`config.mk`:
```
export PLATFORM = sky130hd
export DESIGN_NAME = osd_output_position_ctrl
export DESIGN_NICKNAME = d
export VERILOG_FILES = /design/src/verilog/osd_ctrl_pkg.sv /design/src/verilog/osd_area_window.sv /design/src/verilog/osd_output_position_ctrl.sv
export SDC_FILE = /design/constraint.sdc
export NUM_CORES = 1
export LEC_CHECK = 0
export ABC_AREA = 1
export BUFFER_PORTS_ARGS = -buffer_cell sky130_fd_sc_hd__buf_4
export CAP_MARGIN = 5
export CORE_ASPECT_RATIO = 0.5
export CORE_MARGIN = 3
export CORE_UTILIZATION = 60
export CTS_BUF_LIST = sky130_fd_sc_hd__clkbuf_16
export DETAILED_ROUTE_END_ITERATION = 8
export PLACE_DENSITY = 0.77
export REMOVE_ABC_BUFFERS = 1
export SETUP_SLACK_MARGIN = 0.2
export SLEW_MARGIN = 30
export SYNTH_ARGS = -nofsm -noshare
export SYNTH_HDL_FRONTEND = slang
export SYNTH_SLANG_ARGS = --single-unit
```
`constraint.sdc`:
```
create_clock -name clock_in -period 28.2 [get_ports clock_in]
set_input_delay 2.82 -clock clock_in [delete_from_list [all_inputs] [get_ports clock_in]]
set_output_delay 2.82 -clock clock_in [all_outputs]
set_load 0.02 [all_outputs]
```
`src/verilog/osd_ctrl_pkg.sv`:
```
// Constants for the on-screen-display output and position control block.
// Assumes a single 25 MHz clock and a plain address/strobe register port.
package osd_ctrl_pkg;
   localparam int ADDR_W = 8;
   localparam int DATA_W = 16;
   localparam int NUM_LINES = 12;
   localparam int NUM_AREAS = 2;
   localparam int POS_W = 9;
   localparam int HCNT_W = 10;
   localparam int ROW_W = 6;
   localparam int IDX_W = 4;
   localparam int DIV_W = 4;

   // Register offsets
   localparam logic [ADDR_W-1:0] OFS_PORT_SELECT = 8'h00;
   localparam logic [ADDR_W-1:0] OFS_POLARITY = 8'h01;
   localparam logic [ADDR_W-1:0] OFS_MISC = 8'h02;
   localparam logic [ADDR_W-1:0] OFS_CONTROL = 8'h03;
   localparam logic [ADDR_W-1:0] OFS_CODE_HSTART = 8'h04;
   localparam logic [ADDR_W-1:0] OFS_PLANE_COLOUR = 8'h05;
   localparam logic [ADDR_W-1:0] OFS_LINE_VSTART = 8'h10;
   localparam logic [ADDR_W-1:0] OFS_AREA = 8'h20;
   localparam logic [ADDR_W-1:0] OFS_LINE_SIZE = 8'h30;
   localparam int LINES_PER_SIZE_REG = 4;
   localparam int AREA_STRIDE = 4;
   localparam int AREA_HSTART = 0;
   localparam int AREA_HSTOP = 1;
   localparam int AREA_VSTART = 2;
   localparam int AREA_VSTOP = 3;

   // Field positions
   localparam int PSEL_INTENSITY_BIT = 3;
   localparam int PSEL_SHARED_BIT = 2;
   localparam int PSEL_COLOUR_LSB = 4;
   localparam int POL_BLANK_BIT = 3;
   localparam int POL_LUMA_BIT = 2;
   localparam int POL_COLOUR_BIT = 1;
   localparam int POL_INTENSITY_BIT = 0;
   localparam int MISC_SCAN_BIT = 7;
   localparam int MISC_FUNC_BIT = 6;
   localparam int MISC_EXTENDED_BLANK_BIT = 5;
   localparam int MISC_RASTER_EN_BIT = 4;
   localparam int MISC_AREA1_LEVEL_BIT = 2;
   localparam int MISC_AREA2_LEVEL_BIT = 1;
   localparam int MISC_RASTER_LEVEL_BIT = 0;
   localparam int CTRL_TRANSFER_BIT = 0;
   localparam int CTRL_LINE_ACTIVE_BIT = 1;
   localparam int COLOUR_AREA1_LSB = 0;
   localparam int COLOUR_AREA2_LSB = 3;
   localparam int COLOUR_RASTER_LSB = 6;

   // Size field encodings and line heights in vertical counter units
   localparam logic [1:0] SIZE_SMALL = 2'h3;
   localparam logic [1:0] SIZE_MIDDLE = 2'h2;
   localparam logic [1:0] SIZE_LARGE = 2'h1;
   localparam logic [1:0] SIZE_OFF = 2'h0;
   localparam logic [ROW_W-1:0] HEIGHT_SMALL = 6'h09;
   localparam logic [ROW_W-1:0] HEIGHT_MIDDLE = 6'h12;
   localparam logic [ROW_W-1:0] HEIGHT_LARGE = 6'h24;

   // Timing: code start offset in oscillator ticks, clock cycles per tick
   localparam logic [HCNT_W-1:0] CODE_HSTART_OFFSET = 10'h014;
   localparam logic [DIV_W-1:0] OSC_DIV = 4'h3;

   // Reset values
   localparam logic [7:0] RST_PORT_SELECT = 8'hf8;
   localparam logic [7:0] RST_BYTE = 8'h00;
   localparam logic [POS_W-1:0] RST_POS = 9'h000;
   localparam logic [1:0] RST_SIZE = SIZE_OFF;
endpackage : osd_ctrl_pkg

```
`src/verilog/osd_area_window.sv`:
```
// Decides whether the scan position lies inside one area plane.
// Assumes the horizontal count is in oscillator ticks and vertical in HD periods.
`timescale 1ns/10ps
module osd_area_window (
   // Scan position
   input wire logic [osd_ctrl_pkg::HCNT_W-1:0] hcount_in,
   input wire logic [osd_ctrl_pkg::POS_W-1:0] vcount_in,
   // Active window limits
   input wire logic [osd_ctrl_pkg::POS_W-1:0] hstart_in,
   input wire logic [osd_ctrl_pkg::POS_W-1:0] hstop_in,
   input wire logic [osd_ctrl_pkg::POS_W-1:0] vstart_in,
   input wire logic [osd_ctrl_pkg::POS_W-1:0] vstop_in,
   // Result
   output logic inside_out
);
   logic h_inside;
   logic v_inside;

   // Horizontal limits step in two ticks
   assign h_inside = (hcount_in >= {hstart_in, 1'b0}) && (hcount_in < {hstop_in, 1'b0});
   // Vertical limits step in one HD period
   assign v_inside = (vcount_in >= vstart_in) && (vcount_in < vstop_in);
   assign inside_out = h_inside & v_inside;
endmodule : osd_area_window

```
`src/verilog/osd_output_position_ctrl.sv`:
```
// Output, polarity and position control for the on-screen display.
// Assumes HD and VD pulses and the character engine's dot data are synchronous
// to clock_in; the engine consumes line index, size, row and code start.
//
// The register offsets and the address-and-strobe port are this design's own decisions.
`timescale 1ns/10ps
module osd_output_position_ctrl (
   // Clock and reset
   input wire logic clock_in,
   input wire logic rst_in,
   // Register port
   input wire logic [osd_ctrl_pkg::ADDR_W-1:0] addr_in,
   input wire logic [osd_ctrl_pkg::DATA_W-1:0] wdata_in,
   input wire logic write_in,
   input wire logic read_in,
   output logic [osd_ctrl_pkg::DATA_W-1:0] rdata_out,
   // Sync pulses from the signal processor
   input wire logic horizontal_pulse_in,
   input wire logic vertical_pulse_in,
   // Code plane dot data from the character engine
   input wire logic char_dot_in,
   input wire logic fringe_dot_in,
   input wire logic char_cell_in,
   input wire logic blank_code_in,
   input wire logic code_r_in,
   input wire logic code_g_in,
   input wire logic code_b_in,
   input wire logic code_i_in,
   // General port values: 0 intensity, 1 R, 2 G, 3 B, 4 Y/BL
   input wire logic [4:0] port_value_in,
   // Pins
   output logic intensity_pin_out,
   output logic r_pin_out,
   output logic g_pin_out,
   output logic b_pin_out,
   output logic key_blank_output_out,
   // Position information to the character engine
   output logic osd_tick_out,
   output logic code_start_out,
   output logic line_active_out,
   output logic [osd_ctrl_pkg::IDX_W-1:0] line_index_out,
   output logic [1:0] line_size_out,
   output logic [osd_ctrl_pkg::ROW_W-1:0] line_row_out,
   output logic transfer_pulse_out
);
   localparam int NL = osd_ctrl_pkg::NUM_LINES;
   localparam int NA = osd_ctrl_pkg::NUM_AREAS;
   localparam int PW = osd_ctrl_pkg::POS_W;

   typedef struct packed {
      logic [7:0] port_select;
      logic [7:0] polarity;
      logic [7:0] misc;
      logic [8:0] plane_colour;
      logic [7:0] hstart_s;
      logic [7:0] hstart_a;
      logic [NL-1:0][PW-1:0] vstart_s;
      logic [NL-1:0][PW-1:0] vstart_a;
      logic [NL-1:0][1:0] size_s;
      logic [NL-1:0][1:0] size_a;
      logic [NA-1:0][3:0][PW-1:0] area_s;
      logic [NA-1:0][3:0][PW-1:0] area_a;
      logic pending;
      logic [osd_ctrl_pkg::DIV_W-1:0] div_cnt;
      logic osc_tick;
      logic hd_prev;
      logic vd_prev;
      logic [osd_ctrl_pkg::HCNT_W-1:0] hcount;
      logic [PW-1:0] vcount;
      logic [PW-1:0] scan;
      logic scan_half;
      logic in_line;
      logic [osd_ctrl_pkg::IDX_W-1:0] line_idx;
      logic [1:0] cur_size;
      logic [osd_ctrl_pkg::ROW_W-1:0] row;
      logic code_start;
      logic transfer_pulse;
      logic [osd_ctrl_pkg::DATA_W-1:0] rdata;
      logic [4:0] pins;
   } state_t;

   state_t q;
   state_t d;
   logic hd_rise;
   logic vd_rise;
   logic scan_adv;
   logic [PW-1:0] scan_next;
   logic [NL-1:0] line_hit;
   logic [NA-1:0] area_in;

   // Line height by size; an off line keeps small height
   function automatic logic [osd_ctrl_pkg::ROW_W-1:0] line_height(input logic [1:0] sz);
      case (sz)
         osd_ctrl_pkg::SIZE_MIDDLE: line_height = osd_ctrl_pkg::HEIGHT_MIDDLE;
         osd_ctrl_pkg::SIZE_LARGE: line_height = osd_ctrl_pkg::HEIGHT_LARGE;
         default: line_height = osd_ctrl_pkg::HEIGHT_SMALL;
      endcase
   endfunction : line_height

   // Edges of the sync pulses and vertical counter step
   assign hd_rise = horizontal_pulse_in & ~q.hd_prev;
   assign vd_rise = vertical_pulse_in & ~q.vd_prev;
   assign scan_adv = ~q.misc[osd_ctrl_pkg::MISC_SCAN_BIT] | q.scan_half;
   assign scan_next = scan_adv ? q.scan + 9'h001 : q.scan;

   // Per-line start match and per-area window
   generate
      for (genvar i = 0; i < NL; i++) begin : g_line
         assign line_hit[i] = (q.vstart_a[i] == scan_next);
      end
      for (genvar a = 0; a < NA; a++) begin : g_area
         osd_area_window u_window (
            .hcount_in(q.hcount),
            .vcount_in(q.vcount),
            .hstart_in(q.area_a[a][osd_ctrl_pkg::AREA_HSTART]),
            .hstop_in(q.area_a[a][osd_ctrl_pkg::AREA_HSTOP]),
            .vstart_in(q.area_a[a][osd_ctrl_pkg::AREA_VSTART]),
            .vstop_in(q.area_a[a][osd_ctrl_pkg::AREA_VSTOP]),
            .inside_out(area_in[a])
         );
      end
   endgenerate

   // Next-state logic
   always_comb begin
      logic line_end;
      logic any_hit;
      logic [osd_ctrl_pkg::IDX_W-1:0] hit_idx;
      logic [osd_ctrl_pkg::HCNT_W-1:0] code_pos;
      logic [osd_ctrl_pkg::ADDR_W-1:0] rel;
      logic code_on;
      logic raster_on;
      logic [2:0] plane_rgb;
      logic plane_i;
      logic osd_r;
      logic osd_g;
      logic osd_b;
      logic osd_i;
      logic luma;
      logic blank;
      logic shared;
      logic [4:0] osd_sig;
      line_end = 1'b0;
      any_hit = 1'b0;
      hit_idx = '0;
      code_pos = '0;
      rel = '0;
      code_on = 1'b0;
      raster_on = 1'b0;
      plane_rgb = '0;
      plane_i = 1'b0;
      osd_r = 1'b0;
      osd_g = 1'b0;
      osd_b = 1'b0;
      osd_i = 1'b0;
      luma = 1'b0;
      blank = 1'b0;
      shared = 1'b0;
      osd_sig = '0;
      d = q;
      d.osc_tick = 1'b0;
      d.code_start = 1'b0;
      d.transfer_pulse = 1'b0;
      d.hd_prev = horizontal_pulse_in;
      d.vd_prev = vertical_pulse_in;

      // Oscillator tick divider
      if (q.div_cnt == osd_ctrl_pkg::OSC_DIV - 4'h1) begin
         d.div_cnt = '0;
         d.osc_tick = 1'b1;
      end else begin
         d.div_cnt = q.div_cnt + 4'h1;
      end

      // Horizontal tick count and code line start
      code_pos = {1'b0, q.hstart_a, 1'b0} + osd_ctrl_pkg::CODE_HSTART_OFFSET;
      if (hd_rise) begin
         d.hcount = '0;
      end else if (q.osc_tick && (q.hcount != '1)) begin
         d.hcount = q.hcount + 10'h001;
      end
      if (q.osc_tick && (q.hcount == code_pos) && q.in_line) begin
         d.code_start = 1'b1;
      end

      // Lowest-numbered matching line wins
      for (int i = NL - 1; i >= 0; i--) begin
         if (line_hit[i]) begin
            any_hit = 1'b1;
            hit_idx = 4'(i);
         end
      end

      // Vertical counting and line tracking on HD rise
      line_end = q.in_line && scan_adv && ((q.row + 6'h01) == line_height(q.cur_size));
      if (vd_rise) begin
         d.vcount = '0;
         d.scan = '0;
         d.scan_half = 1'b0;
         d.in_line = 1'b0;
         d.row = '0;
      end else if (hd_rise) begin
         if (q.vcount != '1) begin
            d.vcount = q.vcount + 9'h001;
         end
         d.scan = scan_next;
         d.scan_half = q.misc[osd_ctrl_pkg::MISC_SCAN_BIT] & ~q.scan_half;
         if (q.in_line && scan_adv) begin
            d.row = q.row + 6'h01;
         end
         if (line_end) begin
            d.in_line = 1'b0;
         end
         // A line starting inside another is suppressed
         if ((!q.in_line || line_end) && scan_adv && any_hit) begin
            d.in_line = 1'b1;
            d.line_idx = hit_idx;
            d.cur_size = q.size_a[hit_idx];
            d.row = '0;
         end
      end

      // Staged values move to the display side on an allowed HD rise
      if (hd_rise && q.pending && (!q.in_line || line_end)) begin
         d.hstart_a = q.hstart_s;
         d.vstart_a = q.vstart_s;
         d.size_a = q.size_s;
         d.area_a = q.area_s;
         d.pending = 1'b0;
         d.transfer_pulse = 1'b1;
      end

      // Register writes, accepted whether or not a transfer is pending
      if (write_in) begin
         rel = addr_in - osd_ctrl_pkg::OFS_LINE_VSTART;
         case (addr_in)
            osd_ctrl_pkg::OFS_PORT_SELECT: d.port_select = wdata_in[7:0];
            osd_ctrl_pkg::OFS_POLARITY: d.polarity = wdata_in[7:0];
            osd_ctrl_pkg::OFS_MISC: d.misc = wdata_in[7:0];
            osd_ctrl_pkg::OFS_CODE_HSTART: d.hstart_s = wdata_in[7:0];
            osd_ctrl_pkg::OFS_PLANE_COLOUR: d.plane_colour = wdata_in[8:0];
            osd_ctrl_pkg::OFS_CONTROL: begin
               // Set wins over a transfer in the same cycle
               if (wdata_in[osd_ctrl_pkg::CTRL_TRANSFER_BIT]) begin
                  d.pending = 1'b1;
               end
            end
            default: begin
               if (rel < 8'(NL)) begin
                  d.vstart_s[rel[3:0]] = wdata_in[8:0];
               end
            end
         endcase
         for (int i = 0; i < NL; i++) begin
            if (addr_in == osd_ctrl_pkg::OFS_LINE_SIZE + 8'(i / 4)) begin
               d.size_s[i] = wdata_in[2*(i%4) +: 2];
            end
         end
         for (int a = 0; a < NA; a++) begin
            for (int k = 0; k < osd_ctrl_pkg::AREA_STRIDE; k++) begin
               if (addr_in == osd_ctrl_pkg::OFS_AREA + 8'(a * osd_ctrl_pkg::AREA_STRIDE + k)) begin
                  d.area_s[a][k] = wdata_in[8:0];
               end
            end
         end
      end

      // Read data, one cycle after the strobe; unmapped reads as zero
      d.rdata = '0;
      if (read_in) begin
         rel = addr_in - osd_ctrl_pkg::OFS_LINE_VSTART;
         case (addr_in)
            osd_ctrl_pkg::OFS_PORT_SELECT: d.rdata = {8'h00, q.port_select};
            osd_ctrl_pkg::OFS_POLARITY: d.rdata = {8'h00, q.polarity};
            osd_ctrl_pkg::OFS_MISC: d.rdata = {8'h00, q.misc};
            osd_ctrl_pkg::OFS_CODE_HSTART: d.rdata = {8'h00, q.hstart_s};
            osd_ctrl_pkg::OFS_PLANE_COLOUR: d.rdata = {7'h00, q.plane_colour};
            osd_ctrl_pkg::OFS_CONTROL: begin
               d.rdata[osd_ctrl_pkg::CTRL_TRANSFER_BIT] = q.pending;
               d.rdata[osd_ctrl_pkg::CTRL_LINE_ACTIVE_BIT] = q.in_line;
            end
            default: begin
               if (rel < 8'(NL)) begin
                  d.rdata = {7'h00, q.vstart_s[rel[3:0]]};
               end
            end
         endcase
         for (int i = 0; i < NL; i++) begin
            if (addr_in == osd_ctrl_pkg::OFS_LINE_SIZE + 8'(i / 4)) begin
               d.rdata[2*(i%4) +: 2] = q.size_s[i];
            end
         end
         for (int a = 0; a < NA; a++) begin
            for (int k = 0; k < osd_ctrl_pkg::AREA_STRIDE; k++) begin
               if (addr_in == osd_ctrl_pkg::OFS_AREA + 8'(a * osd_ctrl_pkg::AREA_STRIDE + k)) begin
                  d.rdata = {7'h00, q.area_s[a][k]};
               end
            end
         end
      end

      // Plane priority: code, area 1, area 2, raster
      code_on = q.in_line && (q.cur_size != osd_ctrl_pkg::SIZE_OFF) &&
         (char_dot_in | fringe_dot_in);
      raster_on = q.misc[osd_ctrl_pkg::MISC_RASTER_EN_BIT];
      if (area_in[0]) begin
         plane_rgb = q.plane_colour[osd_ctrl_pkg::COLOUR_AREA1_LSB +: 3];
         plane_i = q.misc[osd_ctrl_pkg::MISC_AREA1_LEVEL_BIT];
      end else if (area_in[1]) begin
         plane_rgb = q.plane_colour[osd_ctrl_pkg::COLOUR_AREA2_LSB +: 3];
         plane_i = q.misc[osd_ctrl_pkg::MISC_AREA2_LEVEL_BIT];
      end else if (raster_on) begin
         plane_rgb = q.plane_colour[osd_ctrl_pkg::COLOUR_RASTER_LSB +: 3];
         plane_i = q.misc[osd_ctrl_pkg::MISC_RASTER_LEVEL_BIT];
      end
      if (code_on) begin
         osd_r = code_r_in;
         osd_g = code_g_in;
         osd_b = code_b_in;
         osd_i = code_i_in;
      end else begin
         {osd_r, osd_g, osd_b} = plane_rgb;
         osd_i = plane_i;
      end
      // Intensity function: pin carries plane half-tone, character intensity ignored
      if (q.misc[osd_ctrl_pkg::MISC_FUNC_BIT] && !q.port_select[osd_ctrl_pkg::PSEL_INTENSITY_BIT]) begin
         osd_i = code_on ? 1'b0 : plane_i;
      end

      // Y and BL generation
      luma = osd_r | osd_g | osd_b | code_on | (|area_in);
      if (q.misc[osd_ctrl_pkg::MISC_EXTENDED_BLANK_BIT]) begin
         blank = 1'b1;
      end else begin
         blank = q.in_line && (q.cur_size != osd_ctrl_pkg::SIZE_OFF) &&
            char_cell_in && !blank_code_in;
      end
      if (q.port_select[osd_ctrl_pkg::PSEL_SHARED_BIT]) begin
         shared = blank ^ q.polarity[osd_ctrl_pkg::POL_BLANK_BIT];
      end else begin
         shared = luma ^ q.polarity[osd_ctrl_pkg::POL_LUMA_BIT];
      end
      osd_sig[0] = osd_i ^ q.polarity[osd_ctrl_pkg::POL_INTENSITY_BIT];
      osd_sig[1] = osd_r ^ q.polarity[osd_ctrl_pkg::POL_COLOUR_BIT];
      osd_sig[2] = osd_g ^ q.polarity[osd_ctrl_pkg::POL_COLOUR_BIT];
      osd_sig[3] = osd_b ^ q.polarity[osd_ctrl_pkg::POL_COLOUR_BIT];
      osd_sig[4] = shared;

      // Pin routing between display signals and port values
      d.pins[0] = q.port_select[osd_ctrl_pkg::PSEL_INTENSITY_BIT] ? port_value_in[0]
         : osd_sig[0];
      for (int p = 1; p < 5; p++) begin
         d.pins[p] = q.port_select[osd_ctrl_pkg::PSEL_COLOUR_LSB + p - 1] ? port_value_in[p]
            : osd_sig[p];
      end
   end

   // State register
   always_ff @(posedge clock_in or posedge rst_in) begin
      if (rst_in) begin
         q <= '0;
         q.port_select <= osd_ctrl_pkg::RST_PORT_SELECT;
         q.polarity <= osd_ctrl_pkg::RST_BYTE;
         q.misc <= osd_ctrl_pkg::RST_BYTE;
      end else begin
         q <= d;
      end
   end

   // Outputs straight from the state register
   assign rdata_out = q.rdata;
   assign intensity_pin_out = q.pins[0];
   assign r_pin_out = q.pins[1];
   assign g_pin_out = q.pins[2];
   assign b_pin_out = q.pins[3];
   assign key_blank_output_out = q.pins[4];
   assign osd_tick_out = q.osc_tick;
   assign code_start_out = q.code_start;
   assign line_active_out = q.in_line;
   assign line_index_out = q.line_idx;
   assign line_size_out = q.cur_size;
   assign line_row_out = q.row;
   assign transfer_pulse_out = q.transfer_pulse;
endmodule : osd_output_position_ctrl

```
Word level (Yosys, flattened, before mapping)
Cells that the tools add are included.

storage, ports and cells
  bits in registers = 530
  input bits = 43
  output and inout port bits = 37
  logic and storage cells = 310

operators by class
  add/subtract/negate cells = 7
  magnitude comparators = 12
  eq/ne operators = 35
  muxes and demuxes = 93
  bitwise logic cells = 23
  reduce and logical (&&, ||, !) cells = 53

operators with widths
  operator             number
  $mux 16              9
  $bwmux 108           1
  $eq 9x9->1           12
  $eq 8x6->1 const B   11
  $pmux 14 s6          1
  $mux 4               13
  $mux 9               5
  $reduce_and 2->1     19
  $bmux 9 s4           1
  $demux 9 s4          1
  $mux 1               36
  $mux 32              1
  $mux 2               13
  $ge 10x10->1         2
  $lt 10x10->1         2
  $mux 10              2
  $mux 20              1
  $logic_and 1x1->1    19
  $add 9x1->9 const B  2
  $ge 9x9->1           2
  $lt 9x9->1           2
  $eq 8x2->1 const B   2
  $eq 8x3->1 const B   2
  $mux 13              1
  33 further kinds     63

Logic depth before layout (Yosys ltp)
Gate-level depths: netlist of run 1.

  depth in word-level cells = 21
  mapped depth = 31
  depth with buffers taken out = 30

By module
A second synthesis of run 1 with hierarchy kept.

second synthesis, totals
  cell total of the unflattened synthesis = 3277
  area, all modules = 26332.8 µm²

modules (own cells, without submodules)
  module                    times used  cells an instance  area each (µm²)  seq. area each (µm²)
  osd_output_position_ctrl  1           2941               24405.9          13093.8
  osd_area_window           2           168                963.4            0.0

Least setup slack after synthesis of run 1
Ideal clock, no wire load.

  path kind = input to register
  from = input addr_in[0] (netlist bit)
  to = register q (netlist bit rdata_out[2])
  library setup time = 0.113 ns
  data arrival time = 4.664 ns
  required time = 28.087 ns
  slack = 23.424 ns
  stages = 17
  buffers on the path = 2
  cell sequence = inv_1 nand2_1 clkbuf_1 clkbuf_1 o22ai_1 a21oi_1 o211ai_1 nand3_1 nand2_1 o22ai_1 o21ai_0 a221oi_1 o211ai_1 o21ai_0 nand4_1 nand2_1 inv_1

RTL lines
  item                line                            text
  start: declaration  osd_output_position_ctrl.sv:12  input wire logic [osd_ctrl_pkg::ADDR_W-1:0] addr_in,
  end: declaration    osd_output_position_ctrl.sv:82  state_t q;

==> flow_summary_export.csv, run 1 <==
group,metric,value,unit
timing,final-max-slew-violation-count,0,
yosys,syn-cell-area,25840,µm²
die,design.core.area,42240,µm²
detailed_routing,number_of_detailed_route_iterations_in_the_first_pass,6,
critical_path,critical_path.reg2reg.startpoint,"q[513]$_DFFE_PP0P_",
detailed_routing,route.detailed.vias_per_inst,5.841,
clock_network,clkSlewWorstSetupHoldPaths,0.06,ns
pwr,irDropWorstVdd,0.00004165,V
critical_path,crit_path_end_kind,"flop",
critical_path,critical_path_peak_fanout,15,
status,status,"complete, no violations",
timing,finalHoldViolations,0,
timing,finalHoldWorstSlack,0.4693,ns
clock_network,cts_buffer_depth,3,
die,chipWidth,299.5,µm
detailed_routing,route.detailed.drc,0,
detailed_routing,drtAntennaViolNets,0,
place,port_buffers,65,
critical_path,cp_cell_sequence,"buf_4 -> nor2_1 -> inv_1 -> nor2_1 -> inv_1 -> nor2_1 -> inv_1 -> o221ai_1 -> a21oi_1 -> o21ai_0 -> a21oi_1 -> a21oi_1",
yosys,share_of_yosys_cell_area_claimed_by_the_top_area_cell_type,0.5016,
timing,clock-skew-final,0.02443,ns
critical_path,crit_start_category,"input port",
job,max_cap_viol_count,0,
place,dp_hpwl,49020,µm
global_routing,first_global_vias,20610,
critical_path,worst_r2r_endpoint,"q[481]$_DFFE_PP0P_",
global_routing,gr-total-overflow,0,
timing,achievable-frequency,164.7,MHz
timing,worst_slack,22.13,ns
cells_and_area,insertedDiodeCount,0,
global_routing,global_route.usage.total,0.3241,
clock_network,number_of_buffers_added_by_the_clock_tree_synthesis_step,48,
timing,worst_slew_pin_slew,0.9543,ns
critical_path,arrival,6.50,ns
clock_network,cts_hold_buffers,0,
worst_hold_path,worstHoldStart,"q[71]$_DFF_PP0_",
critical_path,internal_reg_to_reg_setup_slack,23.64,ns
clock_network,htree_levels,2,
timing,finalCriticalPeriod,6.072,ns
critical_path,worst_ep_required_time,28.62,ns
yosys,yosys-top-cells-count,"sky130_fd_sc_hd__nand2_1 (881), sky130_fd_sc_hd__dfrtp_1 (518), sky130_fd_sc_hd__o21ai_0 (481), sky130_fd_sc_hd__inv_1 (346), sky130_fd_sc_hd__nor2_1 (109)",
clock_network,tritoncts,"done",
yosys,yosys_register_bits,523,
clock_network,cts_repair_resize_count,0,
pwr,leakage_power_total,13.31,nW
detailed_routing,routed-via-count,21790,
critical_path,setup.worst_path.start,"addr_in[3]",
yosys,synth_largest_area_cell,"sky130_fd_sc_hd__dfrtp_1",
cells_and_area,post_route_cells_drive_above_1_share,0.06278,
yosys,synth.most_common_cell,"sky130_fd_sc_hd__nand2_1",
critical_path,cp_slowest_cell,"sky130_fd_sc_hd__nor2_1",
global_routing,initial_antenna_violation_count,1,
global_routing,grt_max_degree,161,
yosys,synthesis.area_per_instance,8.251,µm²
worst_hold_path,holdCritPathClass,"flop to flop",
detailed_routing,wl_per_cell,19.86,µm
die,die-area,45750,µm²
detailed_routing,dr.first_iter.drc_count,2655,
die,start_util,0.6118,
yosys,ys_types,58,
die,placement_row_count,53,
clock_network,number_of_buffers_inserted_by_post_cts_setup_repair,0,
timing,unrepaired_setup_endpoints_after_global_routing,"no",
timing,timing.final.setup_violations,0,
place,dpl_worst_slack,21.75,ns
timing,slew-limit-headroom,0.3631,
detailed_routing,drt_wl_total,74090,µm
die,design.portCount,80,
worst_hold_path,endpoint_of_the_worst_hold_path,"q[71]$_DFF_PP0_",
critical_path,max_stage_delay_on_crit_path,0.71,ns
clock_network,clock_sinks,523,
cells_and_area,area_delta_synth_final,8.453,%
timing,post-route-period-util,0.2153,
yosys,number_of_enable_flip_flop_cells_after_synthesis,0,
clock_network,clk_root_buffer_cell,"sky130_fd_sc_hd__clkbuf_16",
pwr,p_per_area,63.40,nW/µm²
critical_path,worst-r2r-cell-count,11,
yosys,synth.area.top_cells,"sky130_fd_sc_hd__dfrtp_1 (50%), sky130_fd_sc_hd__nand2_1 (13%), sky130_fd_sc_hd__o21ai_0 (9.3%), sky130_fd_sc_hd__inv_1 (5.0%), sky130_fd_sc_hd__ha_1 (3.7%)",
critical_path,path_class,"input port to flop",
clock_network,clk_latency,0.57,ns
cells_and_area,num-nets-final,3239,
place,gpl.final_weighted_congestion,0.9220,
worst_hold_path,hold_crit_depth,1,
die,fp.dieH,152.8,µm
yosys,synth_async_sr_flop_share,1.000,
timing,setup_tns,0,ns
yosys,seq_area_frac_synth,0.5067,
yosys,synth-warning-count,0,
yosys,post_syn_instances,3132,
yosys,postSynth.topFlopCell,"sky130_fd_sc_hd__dfrtp_1",
global_routing,grt_first_pass_wirelength,115500,µm
==> state kept, by name, summed over array words and instances, names as in the netlist <==
register / count
q: 493
r_pin_out: 1
osd_tick_out: 1
line_row_out: 6
key_blank_output_out: 1
code_start_out: 1
b_pin_out: 1
g_pin_out: 1
transfer_pulse_out: 1
line_index_out: 4
line_active_out: 1
line_size_out: 2
intensity_pin_out: 1
rdata_out: 9
==> worst max-delay path: cells and delay by family <==
kind	cells	cell delay (ns)
AND/OR/NAND/NOR	3	1.94
buffers and inverters	4	0.73
AO/OA/AOI/OAI	5	0.98
==> how the worst max path moves through the flow <==
stage | depth (start not counted) | slack (ns) | to
2_1_floorplan | 1 | 10.78 | b_pin_out$_DFF_PP0_
3_3_place_gp | 12 | 21.75 | line_size_out[1]$_DFFE_PP0P_
3_5_place_dp | 12 | 21.75 | line_size_out[1]$_DFFE_PP0P_
4_1_cts | 12 | 22.35 | line_size_out[1]$_DFFE_PP0P_
5_1_grt | 12 | 22.03 | rdata_out[8]$_DFF_PP0_
6_report | 12 | 22.13 | rdata_out[8]$_DFF_PP0_
==> cell type report <==
| type | instances | area (µm²) |
|---|---|---|
| fill | 3490 | 14210 |
| sequential | 523 | 13090 |
| multi-input combinational | 2107 | 10710 |
| inverter | 355 | 1348 |
| clock buffer | 49 | 1226 |
| tap | 577 | 721.9 |
| timing repair buffer | 84 | 683.2 |
| clock inverter | 36 | 241.5 |
==> routing by layer <==
| layer | vias up | GRT usage | share of wire |
|---|---|---|---|
| met3 | 194 | 0.08200 | 0.11 |
| met1 | 10440 | 0.4529 | 0.41 |
| li1 | 10170 | - | - |
| met5 | - | 0 | 0.00018 |
| met4 | 2 | 0.1170 | 0.038 |
| met2 | 996 | 0.4945 | 0.44 |
==> placed cells by master (no fill, tap or decap), drive strengths merged, types with 2 or more instances in the layout <==
master   netlist  layout
nor2         112     112
o211ai        20      20
clkinv         4      26
clkbuf       104      49
and3           2       2
nor4           9       9
buf           49      84
a2111oi        3       3
o2111ai       13      13
nand3b        14      14
or2           11      11
xnor2         40      40
nand2        894     894
bufinv         0       3
xor2          42      42
a211oi         7       7
a221oi         3       3
o21ai        489     489
inv          351     362
a21oi         99      99
o221ai         6       6
a31oi          8       8
nand3        106     106
dfrtp        518     518
conb           1       7
nor3          38      38
o21bai         3       3
dfstp          5       5
o22ai         53      53
nand4         37      37
a22oi          2       2
nor3b          2       2
or3            2       2
ha            77      77
==> cells by family (layout without fill, tap and decap cells) <==
| family | after synthesis | count (layout) | synth area share |
|---|---|---|---|
| AND/OR/NAND/NOR | 1229 | 1229 | 0.1987 |
| buffers and inverters | 508 | 524 | 0.08071 |
| adder cells (fa/ha/maj) | 77 | 77 | 0.03728 |
| AO/OA/AOI/OAI | 712 | 712 | 0.1487 |
| flip-flops | 523 | 523 | 0.5067 |
| other | 1 | 7 | 0.0001451 |
| XOR/XNOR | 82 | 82 | 0.02779 |
==> per-stage QoR <==
stage          cells  cell area (µm²)  utilization  power (mW)
3_3_place_gp    3645            26510       0.6275       1.139
6_report        3731            28030       0.6635       1.777
4_1_cts         3730            27990       0.6625       1.776
5_1_grt         3731            28030       0.6635       1.852
3_5_place_dp    3645            26520       0.6278       1.151
2_1_floorplan   2985            25110            -       1.044
==> report_power, final <==
part	total (mW)	switching, mW	internal [mW]
sequential	0.847	0.0364	0.811
clock	0.631	0.289	0.342
combinational	0.299	0.206	0.0933
Power figures use the tool's default switching activity.
==> inputs of run 2 (changes only) <==
--- a/config.mk
+++ b/config.mk
@@ -10,7 +10,7 @@
 export CAP_MARGIN = 5
 export CORE_ASPECT_RATIO = 0.5
 export CORE_MARGIN = 3
-export CORE_UTILIZATION = 60
+export CORE_UTILIZATION = 57
 export CTS_BUF_LIST = sky130_fd_sc_hd__clkbuf_16
 export DETAILED_ROUTE_END_ITERATION = 8
 export PLACE_DENSITY = 0.77
==> constraint.sdc (replaced) <==
create_clock -name clock_in -period 5.55 [get_ports clock_in]
set_input_delay 0.555 -clock clock_in [delete_from_list [all_inputs] [get_ports clock_in]]
set_output_delay 0.555 -clock clock_in [all_outputs]
set_load 0.02 [all_outputs]
==> run 2 against run 1 <==
Against the previous run:
- wire length is 0.20% lower
- non-clock buffer count rose by 5
- power grew to 5.1 times the previous value
- utilization fell by 2.7 points
- clock-buffer cell count stayed put
- clock power grew to 5.2 times the previous value
- global-route usage fell by 1.3 points
- setup slack got worse by 21 ns
- sequential share of layout area is 0.15 points lower
==> flow_summary_export.csv, run 2 (synthesis results as in run 1) <==
group,metric,value,unit
timing,setup_tns,0,ns
critical_path,path_buf_inv,2,
global_routing,grt_max_degree,230,
critical_path,path_delay_family,"simple AND/OR/NAND/NOR gates",
detailed_routing,routed-via-count,21970,
timing,unrepaired_setup_endpoints_after_global_routing,"no",
cells_and_area,stdcell_count,3744,
die,die-area,48090,µm²
timing,worst_slew_pin_slew,1.009,ns
timing,finalCriticalPeriod,4.229,ns
timing,finalHoldViolations,0,
critical_path,path_class,"flop to flop",
cells_and_area,insertedDiodeCount,0,
detailed_routing,drt_wl_total,73950,µm
global_routing,gr-total-overflow,0,
status,status,"complete, no violations",
pwr,p_per_area,323.3,nW/µm²
place,number_of_placed_cells_counting_well_taps,3661,
die,fp.dieH,156.6,µm
job,max_cap_viol_count,0,
timing,final-max-slew-violation-count,0,
critical_path,crit_path_frequent_cell,"sky130_fd_sc_hd__nand2_1",
global_routing,initial_antenna_violation_count,1,
die,design.core.area,44190,µm²
critical_path,arrival,4.69,ns
clock_network,clk_root_buffer_cell,"sky130_fd_sc_hd__clkbuf_16",
cells_and_area,area_delta_synth_final,8.807,%
pwr,irDropWorstVdd,0.0002074,V
timing,post-route-period-util,0.7620,
clock_network,htree_levels,2,
critical_path,worst_ep_required_time,6.01,ns
place,port_buffers,65,
timing,slew-limit-headroom,0.3247,
clock_network,clk_latency,0.59,ns
worst_hold_path,endpoint_of_the_worst_hold_path,"q[65]$_DFF_PP0_",
detailed_routing,route.detailed.drc,0,
timing,clock-skew-final,0.02692,ns
cells_and_area,fillCellCount,3696,
global_routing,global_route.usage.total,0.3112,
worst_hold_path,hold_crit_depth,1,
clock_network,clock_sinks,523,
clock_network,number_of_buffers_inserted_by_post_cts_setup_repair,0,
detailed_routing,number_of_detailed_route_iterations_in_the_first_pass,8,
cells_and_area,cell_area_after_layout,28120,µm²
place,postPlaceCellArea,26590,µm²
worst_hold_path,holdCritPathClass,"input port to flop",
pwr,power,9.092,mW
global_routing,first_global_vias,20910,
clock_network,number_of_buffers_added_by_the_clock_tree_synthesis_step,46,
clock_network,tritoncts,"done",
die,chipWidth,307.1,µm
worst_hold_path,worstHoldStart,"vertical_pulse_in",
critical_path,cp_cell_sequence,"nand2_2 -> nand2_1 -> nand2_2 -> inv_1 -> or2_0 -> nand4_1 -> nor3_1 -> nand2_1 -> nor2_1 -> nand2_1 -> nand2_1 -> a21oi_1 -> or2_1 -> nand2_1 -> nand3_1 -> nand3_1 -> nand3_1 -> nand2_1 -> inv_1 -> nand2_1 -> nand2_1",
detailed_routing,wl_per_cell,19.75,µm
critical_path,critical_path_peak_fanout,13,
die,start_util,0.5849,
place,dpl_worst_slack,1.471,ns
detailed_routing,route.detailed.vias_per_inst,5.867,
detailed_routing,dr.first_iter.drc_count,2750,
clock_network,cts_hold_buffers,0,
place,gpl.final_weighted_congestion,0.9752,
critical_path,cp_slowest_cell,"sky130_fd_sc_hd__dfrtp_1",
cells_and_area,register_name_with_the_most_flops,"q",
global_routing,grt_first_pass_wirelength,116500,µm
critical_path,critical_path.reg2reg.startpoint,"q[513]$_DFFE_PP0P_",
clock_network,cts_repair_resize_count,0,
critical_path,crit_start_category,"flop",
timing,worst_slack,1.321,ns
cells_and_area,final_cell_mix,"sky130_fd_sc_hd__nand2_1 (881), sky130_fd_sc_hd__dfrtp_1 (518), sky130_fd_sc_hd__o21ai_0 (481)",
die,design.portCount,80,
timing,finalHoldWorstSlack,0.09916,ns
clock_network,clkSlewWorstSetupHoldPaths,0.07,ns
critical_path,max_stage_delay_on_crit_path,0.59,ns
critical_path,worst_r2r_endpoint,"line_size_out[0]$_DFFE_PP0P_",
critical_path,worst-r2r-cell-count,21,
timing,timing.final.setup_violations,0,
cells_and_area,num-nets-final,3242,
die,placement_row_count,54,
cells_and_area,utilization,0.6364,
cells_and_area,final_common_cell,"sky130_fd_sc_hd__nand2_1",
cells_and_area,post_route_cells_drive_above_1_share,0.06496,
pwr,leakage_power_total,13.35,nW
cells_and_area,largest_reg_flops,493,
detailed_routing,drtAntennaViolNets,0,
critical_path,crit_path_end_kind,"flop",
critical_path,internal_reg_to_reg_setup_slack,1.32,ns
place,dp_hpwl,49330,µm
clock_network,cts_buffer_depth,3,
timing,achievable-frequency,236.5,MHz
run 2: layout make-up:
type                    instances  area [µm²]  share of cell area
clock inverters                33       276.5            0.009834
repair buffers                 89       730.7             0.02599
inverters                     355        1350             0.04801
clock buffers                  49        1226             0.04361
multi-input cells            2107       10710              0.3808
flip-flops and latches        523       13090              0.4656
well taps                     588       735.7             0.02616
run 2: worst reg2reg max path: stages, from the launching register on:
cell and delay, ns:
sky130_fd_sc_hd__dfrtp_1 0.59, sky130_fd_sc_hd__nand2_2 0.32, sky130_fd_sc_hd__nand2_1 0.21, sky130_fd_sc_hd__nand2_2 0.27, sky130_fd_sc_hd__inv_1 0.42, sky130_fd_sc_hd__or2_0 0.16
sky130_fd_sc_hd__nand4_1 0.07, sky130_fd_sc_hd__nor3_1 0.31, sky130_fd_sc_hd__nand2_1 0.09, sky130_fd_sc_hd__nor2_1 0.09, sky130_fd_sc_hd__nand2_1 0.07, sky130_fd_sc_hd__nand2_1 0.23
sky130_fd_sc_hd__a21oi_1 0.14, sky130_fd_sc_hd__or2_1 0.27, sky130_fd_sc_hd__nand2_1 0.07, sky130_fd_sc_hd__nand3_1 0.30, sky130_fd_sc_hd__nand3_1 0.20, sky130_fd_sc_hd__nand3_1 0.08
sky130_fd_sc_hd__nand2_1 0.07, sky130_fd_sc_hd__inv_1 0.04, sky130_fd_sc_hd__nand2_1 0.07, sky130_fd_sc_hd__nand2_1 0.05
run 2: power by group:
| part | switching, mW | leakage (nW) | internal, mW |
|---|---|---|---|
| logic | 1.03 | 5.63 | 0.475 |
| clock network | 1.47 | 0.777 | 1.82 |
| registers | 0.182 | 6.94 | 4.12 |
| total | 2.67 | 13.3 | 6.42 |
run 2: how the worst max path moves through the flow:
stage	endpoint	from	cells after the start
floorplan	b_pin_out$_DFF_PP0_	rst_in	1
global placement	line_size_out[0]$_DFFE_PP0P_	q[513]$_DFFE_PP0P_	21
detailed placement	line_size_out[0]$_DFFE_PP0P_	q[513]$_DFFE_PP0P_	21
CTS	line_size_out[0]$_DFFE_PP0P_	q[513]$_DFFE_PP0P_	21
global route	line_size_out[0]$_DFFE_PP0P_	q[513]$_DFFE_PP0P_	28
finish	line_size_out[0]$_DFFE_PP0P_	q[513]$_DFFE_PP0P_	21
run 2: layer usage:
metal / vias up / global-route usage / routed length [µm]
li1: 10190 / - / -
met1: 10610 / 0.4296 / 30830
met2: 982 / 0.4918 / 33430
met3: 180 / 0.06140 / 6641
met4: 2 / 0.1212 / 3034
met5: - / 0 / 13
